==> src/hdl/tmc_pkg.sv <==
// package: register map, field layout and types for the timer mode control block
package tmc_pkg;

  // register byte offsets
  localparam logic [7:0] TMC_OFS_SYNC_SEL  = 8'h61;
  localparam logic [7:0] TMC_OFS_MODE_SEL  = 8'h62;
  localparam logic [7:0] TMC_OFS_COMBO_SEL = 8'h71;
  localparam logic [7:0] TMC_OFS_IRQ_STAT  = 8'h72;
  localparam logic [7:0] TMC_OFS_IRQ_MASK  = 8'h73;

  // reset values
  localparam logic [7:0] TMC_RST_MODE_SEL  = 8'h80;
  localparam logic [4:0] TMC_RST_SYNC      = 5'h00;
  localparam logic [1:0] TMC_RST_COMBO     = 2'h0;
  localparam logic [1:0] TMC_RST_IRQ_MASK  = 2'h0;
  localparam logic [7:0] TMC_RD_ZERO       = 8'h00;

  // timer_mode_select field layout
  localparam int unsigned TMC_BIT_PWM_LO   = 0;
  localparam int unsigned TMC_BIT_PWM_HI   = 4;
  localparam int unsigned TMC_BIT_FLAG_DIRECTION_SELECT     = 5;
  localparam int unsigned TMC_BIT_PCM      = 6;
  localparam int unsigned TMC_BIT_MODE_RSV = 7;

  // sync select layout: one bit per channel, channel 4 at bit 4
  localparam int unsigned TMC_BIT_SYNC_LO  = 0;
  localparam int unsigned TMC_BIT_SYNC_HI  = 4;
  localparam int unsigned TMC_BIT_SYNC_CH4 = 4;

  // combination select layout
  localparam int unsigned TMC_BIT_CMD_LO   = 4;
  localparam int unsigned TMC_BIT_CMD_HI   = 5;

  // interrupt status / mask layout
  localparam int unsigned TMC_NUM_EVT      = 2;
  localparam int unsigned TMC_EVT_OVF      = 0;
  localparam int unsigned TMC_EVT_UDF      = 1;

  // joint operating mode of channels 3 and 4
  typedef enum logic [1:0] {
    TMC_PAIR_INDEPENDENT,
    TMC_PAIR_COMPLEMENTARY,
    TMC_PAIR_RESET_SYNC
  } tmc_pair_mode_t;

  // register port request
  typedef struct packed {
    logic [7:0] addr;
    logic [7:0] wdata;
    logic       wr;
    logic       rd;
  } tmc_bus_req_t;

  // decoded channel controls toward the counters
  typedef struct packed {
    logic [4:0]     pwm_mode;
    logic           ch2_phase_count;
    logic           ch2_ovf_on_udf;
    tmc_pair_mode_t pair_mode;
    logic [4:0]     sync_sel;
  } tmc_mode_t;

  // counter events from channel 2
  typedef struct packed {
    logic ovf;
    logic udf;
  } tmc_cnt_evt_t;

endpackage

==> src/hdl/tmc_event_flag.sv <==
// sticky event flag: hardware sets, software clears, set wins
`timescale 1ns/100ps
module tmc_event_flag (
  input  wire logic i_clk_sys,
  input  wire logic i_rst_n,
  input  wire logic i_set,
  input  wire logic i_clr,
  output logic      o_flag
);

  logic flag_reg;

  // a set in the clear cycle survives, so no event is lost on read
  always_ff @(posedge i_clk_sys or negedge i_rst_n) begin
    if (!i_rst_n) begin
      flag_reg <= 1'b0;
    end else if (i_set) begin
      flag_reg <= 1'b1;
    end else if (i_clr) begin
      flag_reg <= 1'b0;
    end
  end

  assign o_flag = flag_reg;

endmodule // tmc_event_flag

==> src/hdl/tmc_mode_ctrl.sv <==
// timer mode control: mode registers, channel mode decode, channel 2 flag events
// software writes byte registers over a one-cycle strobe port; reads return
// registered data in the following cycle only. decoded controls leave as flops,
// one cycle behind the register they come from, so a counter never sees a
// half-written mode. channel 2 events land in sticky status bits that a status
// read clears; a set in the clearing cycle wins.
`timescale 1ns/100ps
module tmc_mode_ctrl
  import tmc_pkg::*;
(
  input  wire logic          i_clk_sys,
  input  wire logic          i_rst_n,
  input  wire tmc_bus_req_t  i_bus,
  input  wire tmc_cnt_evt_t  i_cnt2_evt,
  output logic [7:0]         o_rdata,
  output tmc_mode_t          o_mode,
  output logic               o_ovf_ch2,
  output logic               o_irq
);

  // software-visible state
  logic [4:0]                pwm_reg;
  logic                      flag_direction_select_reg;
  logic                      pcm_reg;
  logic [4:0]                sync_reg;
  logic [1:0]                combo_reg;
  logic [TMC_NUM_EVT-1:0]    mask_reg;
  logic [TMC_NUM_EVT-1:0]    stat_flag;

  // output and read path registers
  logic [7:0]                rdata_reg;
  tmc_mode_t                 mode_next;
  logic [4:0]                pwm_out_reg;
  logic                      pcm_out_reg;
  logic                      udf_out_reg;
  tmc_pair_mode_t            pair_out_reg;
  logic [4:0]                sync_out_reg;
  logic                      ovf_reg;
  logic                      irq_reg;

  // bus decode
  logic                      wr_mode;
  logic                      wr_sync;
  logic                      wr_combo;
  logic                      wr_mask;
  logic                      rd_stat;
  logic [7:0]                rdata_next;

  // per-register read images
  logic [7:0]                mode_img;
  logic [7:0]                sync_img;
  logic [7:0]                combo_img;
  logic [7:0]                stat_img;
  logic [7:0]                mask_img;

  // event terms
  logic                      ovf_set;
  logic                      udf_set;
  logic [TMC_NUM_EVT-1:0]    evt_set;

  // address decode; strobes never overlap so each write hits at most one register
  always_comb begin
    wr_mode  = i_bus.wr && (i_bus.addr == TMC_OFS_MODE_SEL);
    wr_sync  = i_bus.wr && (i_bus.addr == TMC_OFS_SYNC_SEL);
    wr_combo = i_bus.wr && (i_bus.addr == TMC_OFS_COMBO_SEL);
    wr_mask  = i_bus.wr && (i_bus.addr == TMC_OFS_IRQ_MASK);
    rd_stat  = i_bus.rd && (i_bus.addr == TMC_OFS_IRQ_STAT);
  end

  // per-channel PWM select bits
  always_ff @(posedge i_clk_sys or negedge i_rst_n) begin
    if (!i_rst_n) begin
      pwm_reg <= TMC_RST_MODE_SEL[TMC_BIT_PWM_HI:TMC_BIT_PWM_LO];
    end else if (wr_mode) begin
      pwm_reg <= i_bus.wdata[TMC_BIT_PWM_HI:TMC_BIT_PWM_LO];
    end
  end

  // channel 2 flag direction select
  always_ff @(posedge i_clk_sys or negedge i_rst_n) begin
    if (!i_rst_n) begin
      flag_direction_select_reg <= TMC_RST_MODE_SEL[TMC_BIT_FLAG_DIRECTION_SELECT];
    end else if (wr_mode) begin
      flag_direction_select_reg <= i_bus.wdata[TMC_BIT_FLAG_DIRECTION_SELECT];
    end
  end

  // channel 2 phase counting select
  always_ff @(posedge i_clk_sys or negedge i_rst_n) begin
    if (!i_rst_n) begin
      pcm_reg <= TMC_RST_MODE_SEL[TMC_BIT_PCM];
    end else if (wr_mode) begin
      pcm_reg <= i_bus.wdata[TMC_BIT_PCM];
    end
  end

  // counter synchronization selects, one per channel
  always_ff @(posedge i_clk_sys or negedge i_rst_n) begin
    if (!i_rst_n) begin
      sync_reg <= TMC_RST_SYNC;
    end else if (wr_sync) begin
      sync_reg <= i_bus.wdata[TMC_BIT_SYNC_HI:TMC_BIT_SYNC_LO];
    end
  end

  // combination mode field for channels 3 and 4
  always_ff @(posedge i_clk_sys or negedge i_rst_n) begin
    if (!i_rst_n) begin
      combo_reg <= TMC_RST_COMBO;
    end else if (wr_combo) begin
      combo_reg <= i_bus.wdata[TMC_BIT_CMD_HI:TMC_BIT_CMD_LO];
    end
  end

  // interrupt mask, same layout as the status register
  always_ff @(posedge i_clk_sys or negedge i_rst_n) begin
    if (!i_rst_n) begin
      mask_reg <= TMC_RST_IRQ_MASK;
    end else if (wr_mask) begin
      mask_reg <= i_bus.wdata[TMC_NUM_EVT-1:0];
    end
  end

  // decode of the mode registers into per-channel controls
  always_comb begin
    mode_next                 = '0;
    mode_next.pwm_mode        = pwm_reg;
    mode_next.ch2_phase_count = pcm_reg;
    mode_next.ch2_ovf_on_udf  = ~flag_direction_select_reg;
    mode_next.sync_sel        = sync_reg;
    // channel 4 runs free unless its own select is set
    mode_next.sync_sel[TMC_BIT_SYNC_CH4] = sync_reg[TMC_BIT_SYNC_CH4];
    case (combo_reg)
      2'b00:   mode_next.pair_mode = TMC_PAIR_INDEPENDENT;
      2'b01:   mode_next.pair_mode = TMC_PAIR_INDEPENDENT;
      2'b10:   mode_next.pair_mode = TMC_PAIR_COMPLEMENTARY;
      2'b11:   mode_next.pair_mode = TMC_PAIR_RESET_SYNC;
      default: mode_next.pair_mode = TMC_PAIR_INDEPENDENT;
    endcase
  end

  // pwm selects toward the counters; one cycle behind the register write
  always_ff @(posedge i_clk_sys or negedge i_rst_n) begin
    if (!i_rst_n) begin
      pwm_out_reg <= '0;
    end else begin
      pwm_out_reg <= mode_next.pwm_mode;
    end
  end

  // channel 2 phase counting control
  always_ff @(posedge i_clk_sys or negedge i_rst_n) begin
    if (!i_rst_n) begin
      pcm_out_reg <= 1'b0;
    end else begin
      pcm_out_reg <= mode_next.ch2_phase_count;
    end
  end

  // channel 2 underflow-sets-flag control; zero in reset and while the flag direction bit is set
  always_ff @(posedge i_clk_sys or negedge i_rst_n) begin
    if (!i_rst_n) begin
      udf_out_reg <= 1'b0;
    end else begin
      udf_out_reg <= mode_next.ch2_ovf_on_udf;
    end
  end

  // joint mode of channels 3 and 4
  always_ff @(posedge i_clk_sys or negedge i_rst_n) begin
    if (!i_rst_n) begin
      pair_out_reg <= TMC_PAIR_INDEPENDENT;
    end else begin
      pair_out_reg <= mode_next.pair_mode;
    end
  end

  // counter synchronization controls
  always_ff @(posedge i_clk_sys or negedge i_rst_n) begin
    if (!i_rst_n) begin
      sync_out_reg <= '0;
    end else begin
      sync_out_reg <= mode_next.sync_sel;
    end
  end

  // channel 2 events; underflow sets the overflow bit only when the direction bit allows it
  always_comb begin
    ovf_set = i_cnt2_evt.ovf || (i_cnt2_evt.udf && !flag_direction_select_reg);
    udf_set = i_cnt2_evt.udf;
    evt_set = '0;
    evt_set[TMC_EVT_OVF] = ovf_set;
    evt_set[TMC_EVT_UDF] = udf_set;
  end

  // sticky status bits, cleared by a read of the status register
  for (genvar g = 0; g < TMC_NUM_EVT; g++) begin : g_evt
    tmc_event_flag u_flag (
      .i_clk_sys (i_clk_sys),
      .i_rst_n   (i_rst_n),
      .i_set     (evt_set[g]),
      .i_clr     (rd_stat),
      .o_flag    (stat_flag[g])
    );
  end

  // overflow flag mirrored toward the channel 2 status logic
  always_ff @(posedge i_clk_sys or negedge i_rst_n) begin
    if (!i_rst_n) begin
      ovf_reg <= 1'b0;
    end else begin
      ovf_reg <= stat_flag[TMC_EVT_OVF];
    end
  end

  // level interrupt while any unmasked status bit stands
  always_ff @(posedge i_clk_sys or negedge i_rst_n) begin
    if (!i_rst_n) begin
      irq_reg <= 1'b0;
    end else begin
      irq_reg <= |(stat_flag & mask_reg);
    end
  end

  // mode register image; the reserved top bit always reads as set
  always_comb begin
    mode_img                                = TMC_RD_ZERO;
    mode_img[TMC_BIT_MODE_RSV]              = TMC_RST_MODE_SEL[TMC_BIT_MODE_RSV];
    mode_img[TMC_BIT_PCM]                   = pcm_reg;
    mode_img[TMC_BIT_FLAG_DIRECTION_SELECT]                  = flag_direction_select_reg;
    mode_img[TMC_BIT_PWM_HI:TMC_BIT_PWM_LO] = pwm_reg;
  end

  // sync select image
  always_comb begin
    sync_img                                  = TMC_RD_ZERO;
    sync_img[TMC_BIT_SYNC_HI:TMC_BIT_SYNC_LO] = sync_reg;
  end

  // combination field image
  always_comb begin
    combo_img                                = TMC_RD_ZERO;
    combo_img[TMC_BIT_CMD_HI:TMC_BIT_CMD_LO] = combo_reg;
  end

  // status image; the read that returns it also clears it
  always_comb begin
    stat_img                  = TMC_RD_ZERO;
    stat_img[TMC_NUM_EVT-1:0] = stat_flag;
  end

  // mask image
  always_comb begin
    mask_img                  = TMC_RD_ZERO;
    mask_img[TMC_NUM_EVT-1:0] = mask_reg;
  end

  // read mux; unmapped addresses and idle cycles read zero
  always_comb begin
    rdata_next = TMC_RD_ZERO;
    if (i_bus.rd) begin
      case (i_bus.addr)
        TMC_OFS_MODE_SEL: begin
          rdata_next = mode_img;
        end
        TMC_OFS_SYNC_SEL: begin
          rdata_next = sync_img;
        end
        TMC_OFS_COMBO_SEL: begin
          rdata_next = combo_img;
        end
        TMC_OFS_IRQ_STAT: begin
          rdata_next = stat_img;
        end
        TMC_OFS_IRQ_MASK: begin
          rdata_next = mask_img;
        end
        default: begin
          rdata_next = TMC_RD_ZERO;
        end
      endcase
    end
  end

  // read data stand only in the cycle after the strobe
  always_ff @(posedge i_clk_sys or negedge i_rst_n) begin
    if (!i_rst_n) begin
      rdata_reg <= TMC_RD_ZERO;
    end else begin
      rdata_reg <= rdata_next;
    end
  end

  assign o_rdata   = rdata_reg;
  assign o_mode    = '{pwm_mode:        pwm_out_reg,
                       ch2_phase_count: pcm_out_reg,
                       ch2_ovf_on_udf:  udf_out_reg,
                       pair_mode:       pair_out_reg,
                       sync_sel:        sync_out_reg};
  assign o_ovf_ch2 = ovf_reg;
  assign o_irq     = irq_reg;

endmodule // tmc_mode_ctrl

==> config.mk <==
export PLATFORM = sky130hd
export DESIGN_NAME = tmc_mode_ctrl
export DESIGN_NICKNAME = d
export VERILOG_FILES = /design/src/hdl/tmc_pkg.sv /design/src/hdl/tmc_event_flag.sv /design/src/hdl/tmc_mode_ctrl.sv
export SDC_FILE = /design/constraint.sdc
export NUM_CORES = 1
export LEC_CHECK = 0
export ABC_AREA = 1
export BUFFER_PORTS_ARGS = -buffer_cell sky130_fd_sc_hd__buf_2
export CORE_MARGIN = 2
export CORE_UTILIZATION = 50
export CTS_BUF_LIST = sky130_fd_sc_hd__clkbuf_8
export DETAILED_ROUTE_END_ITERATION = 8
export GPL_TIMING_DRIVEN = 0
export HOLD_SLACK_MARGIN = 0.1
export PLACE_DENSITY = 0.81
export SYNTH_ARGS = -nofsm -noshare
export SYNTH_HDL_FRONTEND = slang
export SYNTH_SLANG_ARGS = --single-unit
export TNS_END_PERCENT = 30
==> constraint.sdc <==
create_clock -name i_clk_sys -period 1.1 [get_ports i_clk_sys]
set_input_delay 0.33 -clock i_clk_sys [delete_from_list [all_inputs] [get_ports i_clk_sys]]
set_output_delay 0.33 -clock i_clk_sys [all_outputs]
set_load 0.02 [all_outputs]
==> results of run 1 <==
power groups by stage:
stage	Clock [mW]	Combinational, mW	Sequential, mW
floorplan	0	0.112	1.71
global placement	0	0.273	1.67
detailed placement	0	0.278	1.67
CTS	1.03	0.286	1.65
global route	1.10	0.336	1.66
finish	1.01	0.300	1.65
path summary, 6_finish.rpt:
| kind | from | endpoint | cells past startpoint |
|---|---|---|---|
| setup / recovery | pwm_out_reg[3]$_DFF_PN0_ | o_mode[12] | 1 |
| hold / removal | i_rst_n | o_rdata[3]$_DFF_PN0_ | 1 |
| setup reg to reg | sync_reg[1]$_DFFE_PN0P_ | o_rdata[1]$_DFF_PN0_ | 4 |
| hold reg to reg | pwm_reg[2]$_DFFE_PN0P_ | pwm_out_reg[2]$_DFF_PN0_ | 0 |
| max in group asynchronous | i_rst_n | pwm_reg[0]$_DFFE_PN0P_ | 1 |
| min in group i_clk_sys | i_cnt2_evt[1] | g_evt[0].u_flag.o_flag$_DFFE_PN0P_ | 3 |
final cells by class:
class / count / area [um^2] / area share [%]
Clock buffer: 6 / 82.58 / 3.866
Timing Repair Buffer: 44 / 307.8 / 14.41
Multi-Input combinational cell: 98 / 526.8 / 24.66
Buffer: 3 / 26.28 / 1.230
Tap cell: 46 / 57.56 / 2.695
Clock inverter: 2 / 12.51 / 0.5858
Inverter: 19 / 71.32 / 3.339
Sequential cell: 42 / 1051 / 49.21
synth_stat cells:
cell type,instances,area [um^2]
a22o_1,1,8.760
nand3_2,1,10.01
nor2_2,2,12.51
nand3_1,13,65.06
o21ai_1,1,5.000
o21ai_0,16,80.08
o21ai_2,3,26.28
o22ai_1,1,6.260
nand2_4,2,22.52
a21oi_1,1,5.000
nand2_2,3,18.77
clkbuf_1,1,3.750
buf_4,2,15.01
inv_2,1,3.750
nand4_1,2,12.51
nor2_1,7,26.28
inv_1,18,67.56
nor2_4,4,45.04
dfrtp_1,42,1051
nand2_1,40,150.1
buf_6,2,22.52
nor2_8,1,20.02
metrics by stage:
step                      setup WS, ns  hold slack, ns  std cells  instance area (um^2)  utilization [%]
after floorplan              -0.005051         0.03441        164                  1683                -
after global placement         -0.2085          0.3559        254                  1961            59.70
after detailed placement       -0.2601          0.3588        254                  1961            59.70
after CTS                     -0.05176          0.1773        260                  2085            63.47
after global routing           -0.1132          0.2114        260                  2136            65.03
final                         -0.07564          0.1529        260                  2136            65.03
repair_timing:
action,in CTS,in global routing
resized for setup,14,18
cloned,0,0
setup endpoints to repair,24,31
pin swaps,0,2
endpoints found under the hold margin,0,0
metal layers:
metal  up-vias  wire length (um)  GRT usage (%)
met1       595              1464          26.56
met2        36              1590          29.32
li1        621                 -              -
met5         -                 0              0
met3         6               156          6.625
met4         0                76          10.33
logic make-up after synthesis:
logic type             Yosys count
AND/OR/NAND/NOR                 75
flip-flops                      42
AO/OA/AOI/OAI                   23
buffers and inverters           24
==> flow_summary.ini, run 1 <==
[timing]
hold_viol = 0
relSlewSlack_pct = 41.09
worst_pin_slew_ns = 0.8836
grt_setup_unrepaired = true
layout_min_cycle_time_ns = 1.176
setup_tns_ns = -0.8462
setup_viol = 24
fin_ws_ns = -0.07564
fin_crit_sh_pct = 106.9
fmax_ghz = 0.8506
fin_worst_skew_ns = 0.007627
maxSlewViolCount = 0

[yosys]
synth.avg_cell_area_um2 = 10.23
synth-xor-area-share_pct = 0
synth_top_family_by_area = simple AND/OR/NAND/NOR gates
synth_mux_area_share_pct = 0
synth_fa_ha_area_share_pct = 0
synth_cell_types = 22
synth_warnings = 0
syn_inst = 164
yosys.area_share.simple_pct = 22.82
syn_nets = 186
seq_area_frac_synth_pct = 62.64
syn_area_um2 = 1678
synth_compound_area_share_pct = 7.830
ys_seq_elements = 42

[routing]
first_iter_violations = 42
vias_per_cell = 4.838
vias = 1258
drc = 0
wire_per_inst_um = 12.64
drt_first_pass_iters = 4
wirelength_um = 3287
antenna_left = 0

[die]
core_um2 = 3284
rows = 21
die_h_um = 61.93
dieArea_um2 = 3835
start_util_pct = 51.09
die_w_um = 61.93
pin_count = 46

[setup_path]
worstPathRequired_ns = 0.77
crit_fanout = 1
cp_top_family = flip-flops
cp_slowest_cell = dfrtp_1
crit_path_start_kind = flop
endpoint_kind = output port
max_stage_delay_ns = 0.38
reg2reg_slack_ns = 0.28
critical_path_class = flop to output port
cp_cell_sequence = buf_2
crit_arrival_ns = 0.85
cp.buffers_inverters = 1

[power_and_ir_drop]
p_leak_nw = 1.173
p_total_mw = 2.962
power_per_cell_area_nw_per_um2 = 1387
p_switching_uw = 730.2
vdd_drop_max_mv = 0.7473
swShare_pct = 24.65
intPower_mw = 2.232
combPwrFrac_pct = 10.1
pwr-share-clk_pct = 34.1
p_seq_share_pct = 55.8

[layout]
largest_register_ffs = 8
drive_above_1_share_pct = 34.58
nets = 235
diodes = 0
fillers = 261
mostFrequentLayoutCells = dfrtp_1 (42), nand2_1 (39), buf_2 (30)
area_growth_pct = 27.29
final_common_cell = dfrtp_1

[status]
status = complete, but fails checks
violations = setup timing

[grt]
grt-ovfl-total = 0
antenna_found_initial = 0
grt_max_degree = 43
grt_use_total_pct = 20.00
grt_pass1_vias = 1154
grt_pass1_wl_um = 5299

[worst_hold_path]
min_path_type = primary input to asynchronous set/reset pin

[cts]
clk_pin_slew_ns = 0.08
cts_tree = built
worstSkewPairLatency_ns = 0.30
cts_hold_buf = 0
htree_levels = 2
cts.path.max_buffers = 2
numCtsBuffers = 5
postCtsSetupBuffers = 0
clock_sinks = 42
clock-root-buffer = clkbuf_8

[placed_design]
dp_hpwl_um = 2242
port_buffers = 44
gp_congestion = 0.7857

[run]
drv_cap = 0
Power figures use the tool's default switching activity.
==> inputs of run 2 (changes only) <==
--- a/config.mk
+++ b/config.mk
@@ -7,13 +7,14 @@
 export LEC_CHECK = 0
 export ABC_AREA = 1
 export BUFFER_PORTS_ARGS = -buffer_cell sky130_fd_sc_hd__buf_2
+export CORE_ASPECT_RATIO = 0.5
 export CORE_MARGIN = 2
-export CORE_UTILIZATION = 50
+export CORE_UTILIZATION = 53
 export CTS_BUF_LIST = sky130_fd_sc_hd__clkbuf_8
 export DETAILED_ROUTE_END_ITERATION = 8
 export GPL_TIMING_DRIVEN = 0
 export HOLD_SLACK_MARGIN = 0.1
-export PLACE_DENSITY = 0.81
+export PLACE_DENSITY = 0.85
 export SYNTH_ARGS = -nofsm -noshare
 export SYNTH_HDL_FRONTEND = slang
 export SYNTH_SLANG_ARGS = --single-unit
==> run 2 against run 1 <==
Non-clock buffer count increased by 2. Maximum frequency increased by 0.48%. The flow still finishes with violations (setup timing). Final area increased by 0.23%. Global-route usage decreased by 1.0 points. Combinational power about the same. First-iteration DRC count increased to 2.5 times the previous value. Die area decreased by 4.6%. Cell count decreased by 1.5%. Critical path type unchanged.
==> flow_summary.ini, run 2 (synthesis results as in run 1) <==
[status]
status = complete, but fails checks
violations = setup timing

[setup_path]
cp.buffers_inverters = 1
crit_arrival_ns = 0.84
cp_top_family = flip-flops
worstPathRequired_ns = 0.77
critical_path_class = flop to output port
cp_slowest_cell = dfrtp_1
endpoint_kind = output port
cp_cell_sequence = buf_6
max_stage_delay_ns = 0.41
crit_path_start_kind = flop
crit_fanout = 1

[routing]
drc = 0
wl_met1_um = 1446
vias = 1268
antenna_left = 0
route.met3.wl_um = 190
wire_per_inst_um = 12.83
wirelength_um = 3285
drt_first_pass_iters = 4
maxUsedRoutingLayer = met4
wl_met2_um = 1585
vias_per_cell = 4.953
first_iter_violations = 106

[grt]
antenna_found_initial = 0
grt_pass1_wl_um = 5216
grt_pass1_vias = 1164
grt_max_degree = 43
grt-ovfl-total = 0
grt_use_total_pct = 18.96

[timing]
fin_ws_ns = -0.07003
fmax_ghz = 0.8547
fin_crit_sh_pct = 106.4
layout_min_cycle_time_ns = 1.170
setup_tns_ns = -0.7398
relSlewSlack_pct = 40.77
maxSlewViolCount = 0
fin_worst_skew_ns = 0.001774
hold_viol = 0
setup_viol = 24
grt_setup_unrepaired = true
worst_pin_slew_ns = 0.8885

[worst_hold_path]
min_path_type = primary input to asynchronous set/reset pin

[cts]
numCtsBuffers = 5
clock-root-buffer = clkbuf_8
htree_levels = 2
cts_tree = built
clk_pin_slew_ns = 0.07
worstSkewPairLatency_ns = 0.29
cts.path.max_buffers = 2
clock_sinks = 42

[die]
core_um2 = 3013
rows = 14
die_w_um = 83.57
die_h_um = 43.79
dieArea_um2 = 3659
pin_count = 46
start_util_pct = 55.69

[placed_design]
dpl.cell_count = 248
dp_hpwl_um = 2308
gp_congestion = 0.8426
port_buffers = 44
postPlaceCellArea_um2 = 1953

[layout]
largest_register_ffs = 8
final_common_cell = dfrtp_1
stdcell_count = 256
design_area_um2 = 2141
mostFrequentLayoutCells = dfrtp_1 (42), nand2_1 (40), buf_2 (32)
area_growth_pct = 27.59
diodes = 0
drive_above_1_share_pct = 34.26
nets = 237

[power_and_ir_drop]
combPwrFrac_pct = 9.7
pwr-share-clk_pct = 36.9
p_seq_share_pct = 53.4
p_leak_nw = 1.199
power_per_cell_area_nw_per_um2 = 1442
p_switching_uw = 701.7
intPower_mw = 2.386
swShare_pct = 22.73
vdd_drop_max_mv = 0.9035

[run]
drv_cap = 0
run 2: cell count changes in the layout (fill, tap and decap cells not counted), moves of 2 or more:
cell     delta
buf_2       +2
buf_4       +2
buf_6       -2
inv_1       +2
o21ai_0     +2
o21ai_1     -2
run 2: metrics by stage:
step           total power [mW]  setup slack (ns)  utilization (%)  hold slack [ns]
4_1_cts                   3.092          -0.04389            69.31           0.1906
3_5_place_dp              1.954           -0.2700            64.83           0.3711
5_1_grt                   3.231          -0.07942            71.05           0.2310
3_3_place_gp              1.941           -0.2107            64.83           0.3578
6_report                  3.087          -0.07003            71.05           0.1585
2_1_floorplan             1.819         -0.005051                -          0.03441
run 2: layer usage:
metal | global-route usage (%) | vias up
met5 | 0 | -
met4 | 7.419 | 0
met3 | 7.429 | 8
met2 | 29.44 | 44
met1 | 24.71 | 598
li1 | - | 618
run 2: area by class of cell:
type / instances / area (um^2)
sequential: 42 / 1051
fill: 218 / 872.1
multi-input combinational: 98 / 524.3
clock inverter: 3 / 37.54
buffer: 3 / 27.53
inverter: 19 / 71.32
tap: 40 / 50.05
clock buffer: 5 / 68.82
timing repair buffer: 46 / 310.3
run 2: path summary, 6_finish.rpt:
| path | start | endpoint | slack [ns] | depth (start not counted) |
|---|---|---|---|---|
| setup / recovery | o_ovf_ch2$_DFF_PN0_ | o_ovf_ch2 | -0.07 | 1 |
| hold / removal | i_rst_n | sync_reg[0]$_DFFE_PN0P_ | 0.16 | 1 |
| setup reg to reg | g_evt[0].u_flag.o_flag$_DFFE_PN0P_ | o_rdata[0]$_DFF_PN0_ | 0.27 | 4 |
| hold reg to reg | pcm_reg$_DFFE_PN0P_ | pcm_out_reg$_DFF_PN0_ | 0.38 | 0 |
| max in group asynchronous | i_rst_n | pwm_reg[2]$_DFFE_PN0P_ | 0.38 | 1 |
| min in group i_clk_sys | i_cnt2_evt[1] | g_evt[0].u_flag.o_flag$_DFFE_PN0P_ | 0.22 | 3 |
run 2: power by group through the flow:
stage	clock [mW]	combinational, mW	sequential (mW)
floorplan	0	0.112	1.71
detailed placement	0	0.280	1.67
global route	1.25	0.328	1.66
finish	1.14	0.298	1.65
global placement	0	0.271	1.67
CTS	1.15	0.291	1.65
run 2: what timing repair did:
| item | CTS | global route |
|---|---|---|
| endpoints found under the setup margin | 24 | 30 |
| pin swaps | 0 | 1 |
| gates resized for setup | 14 | 13 |
| setup buffers | 0 | 2 |
| hold buffers | 0 | 0 |
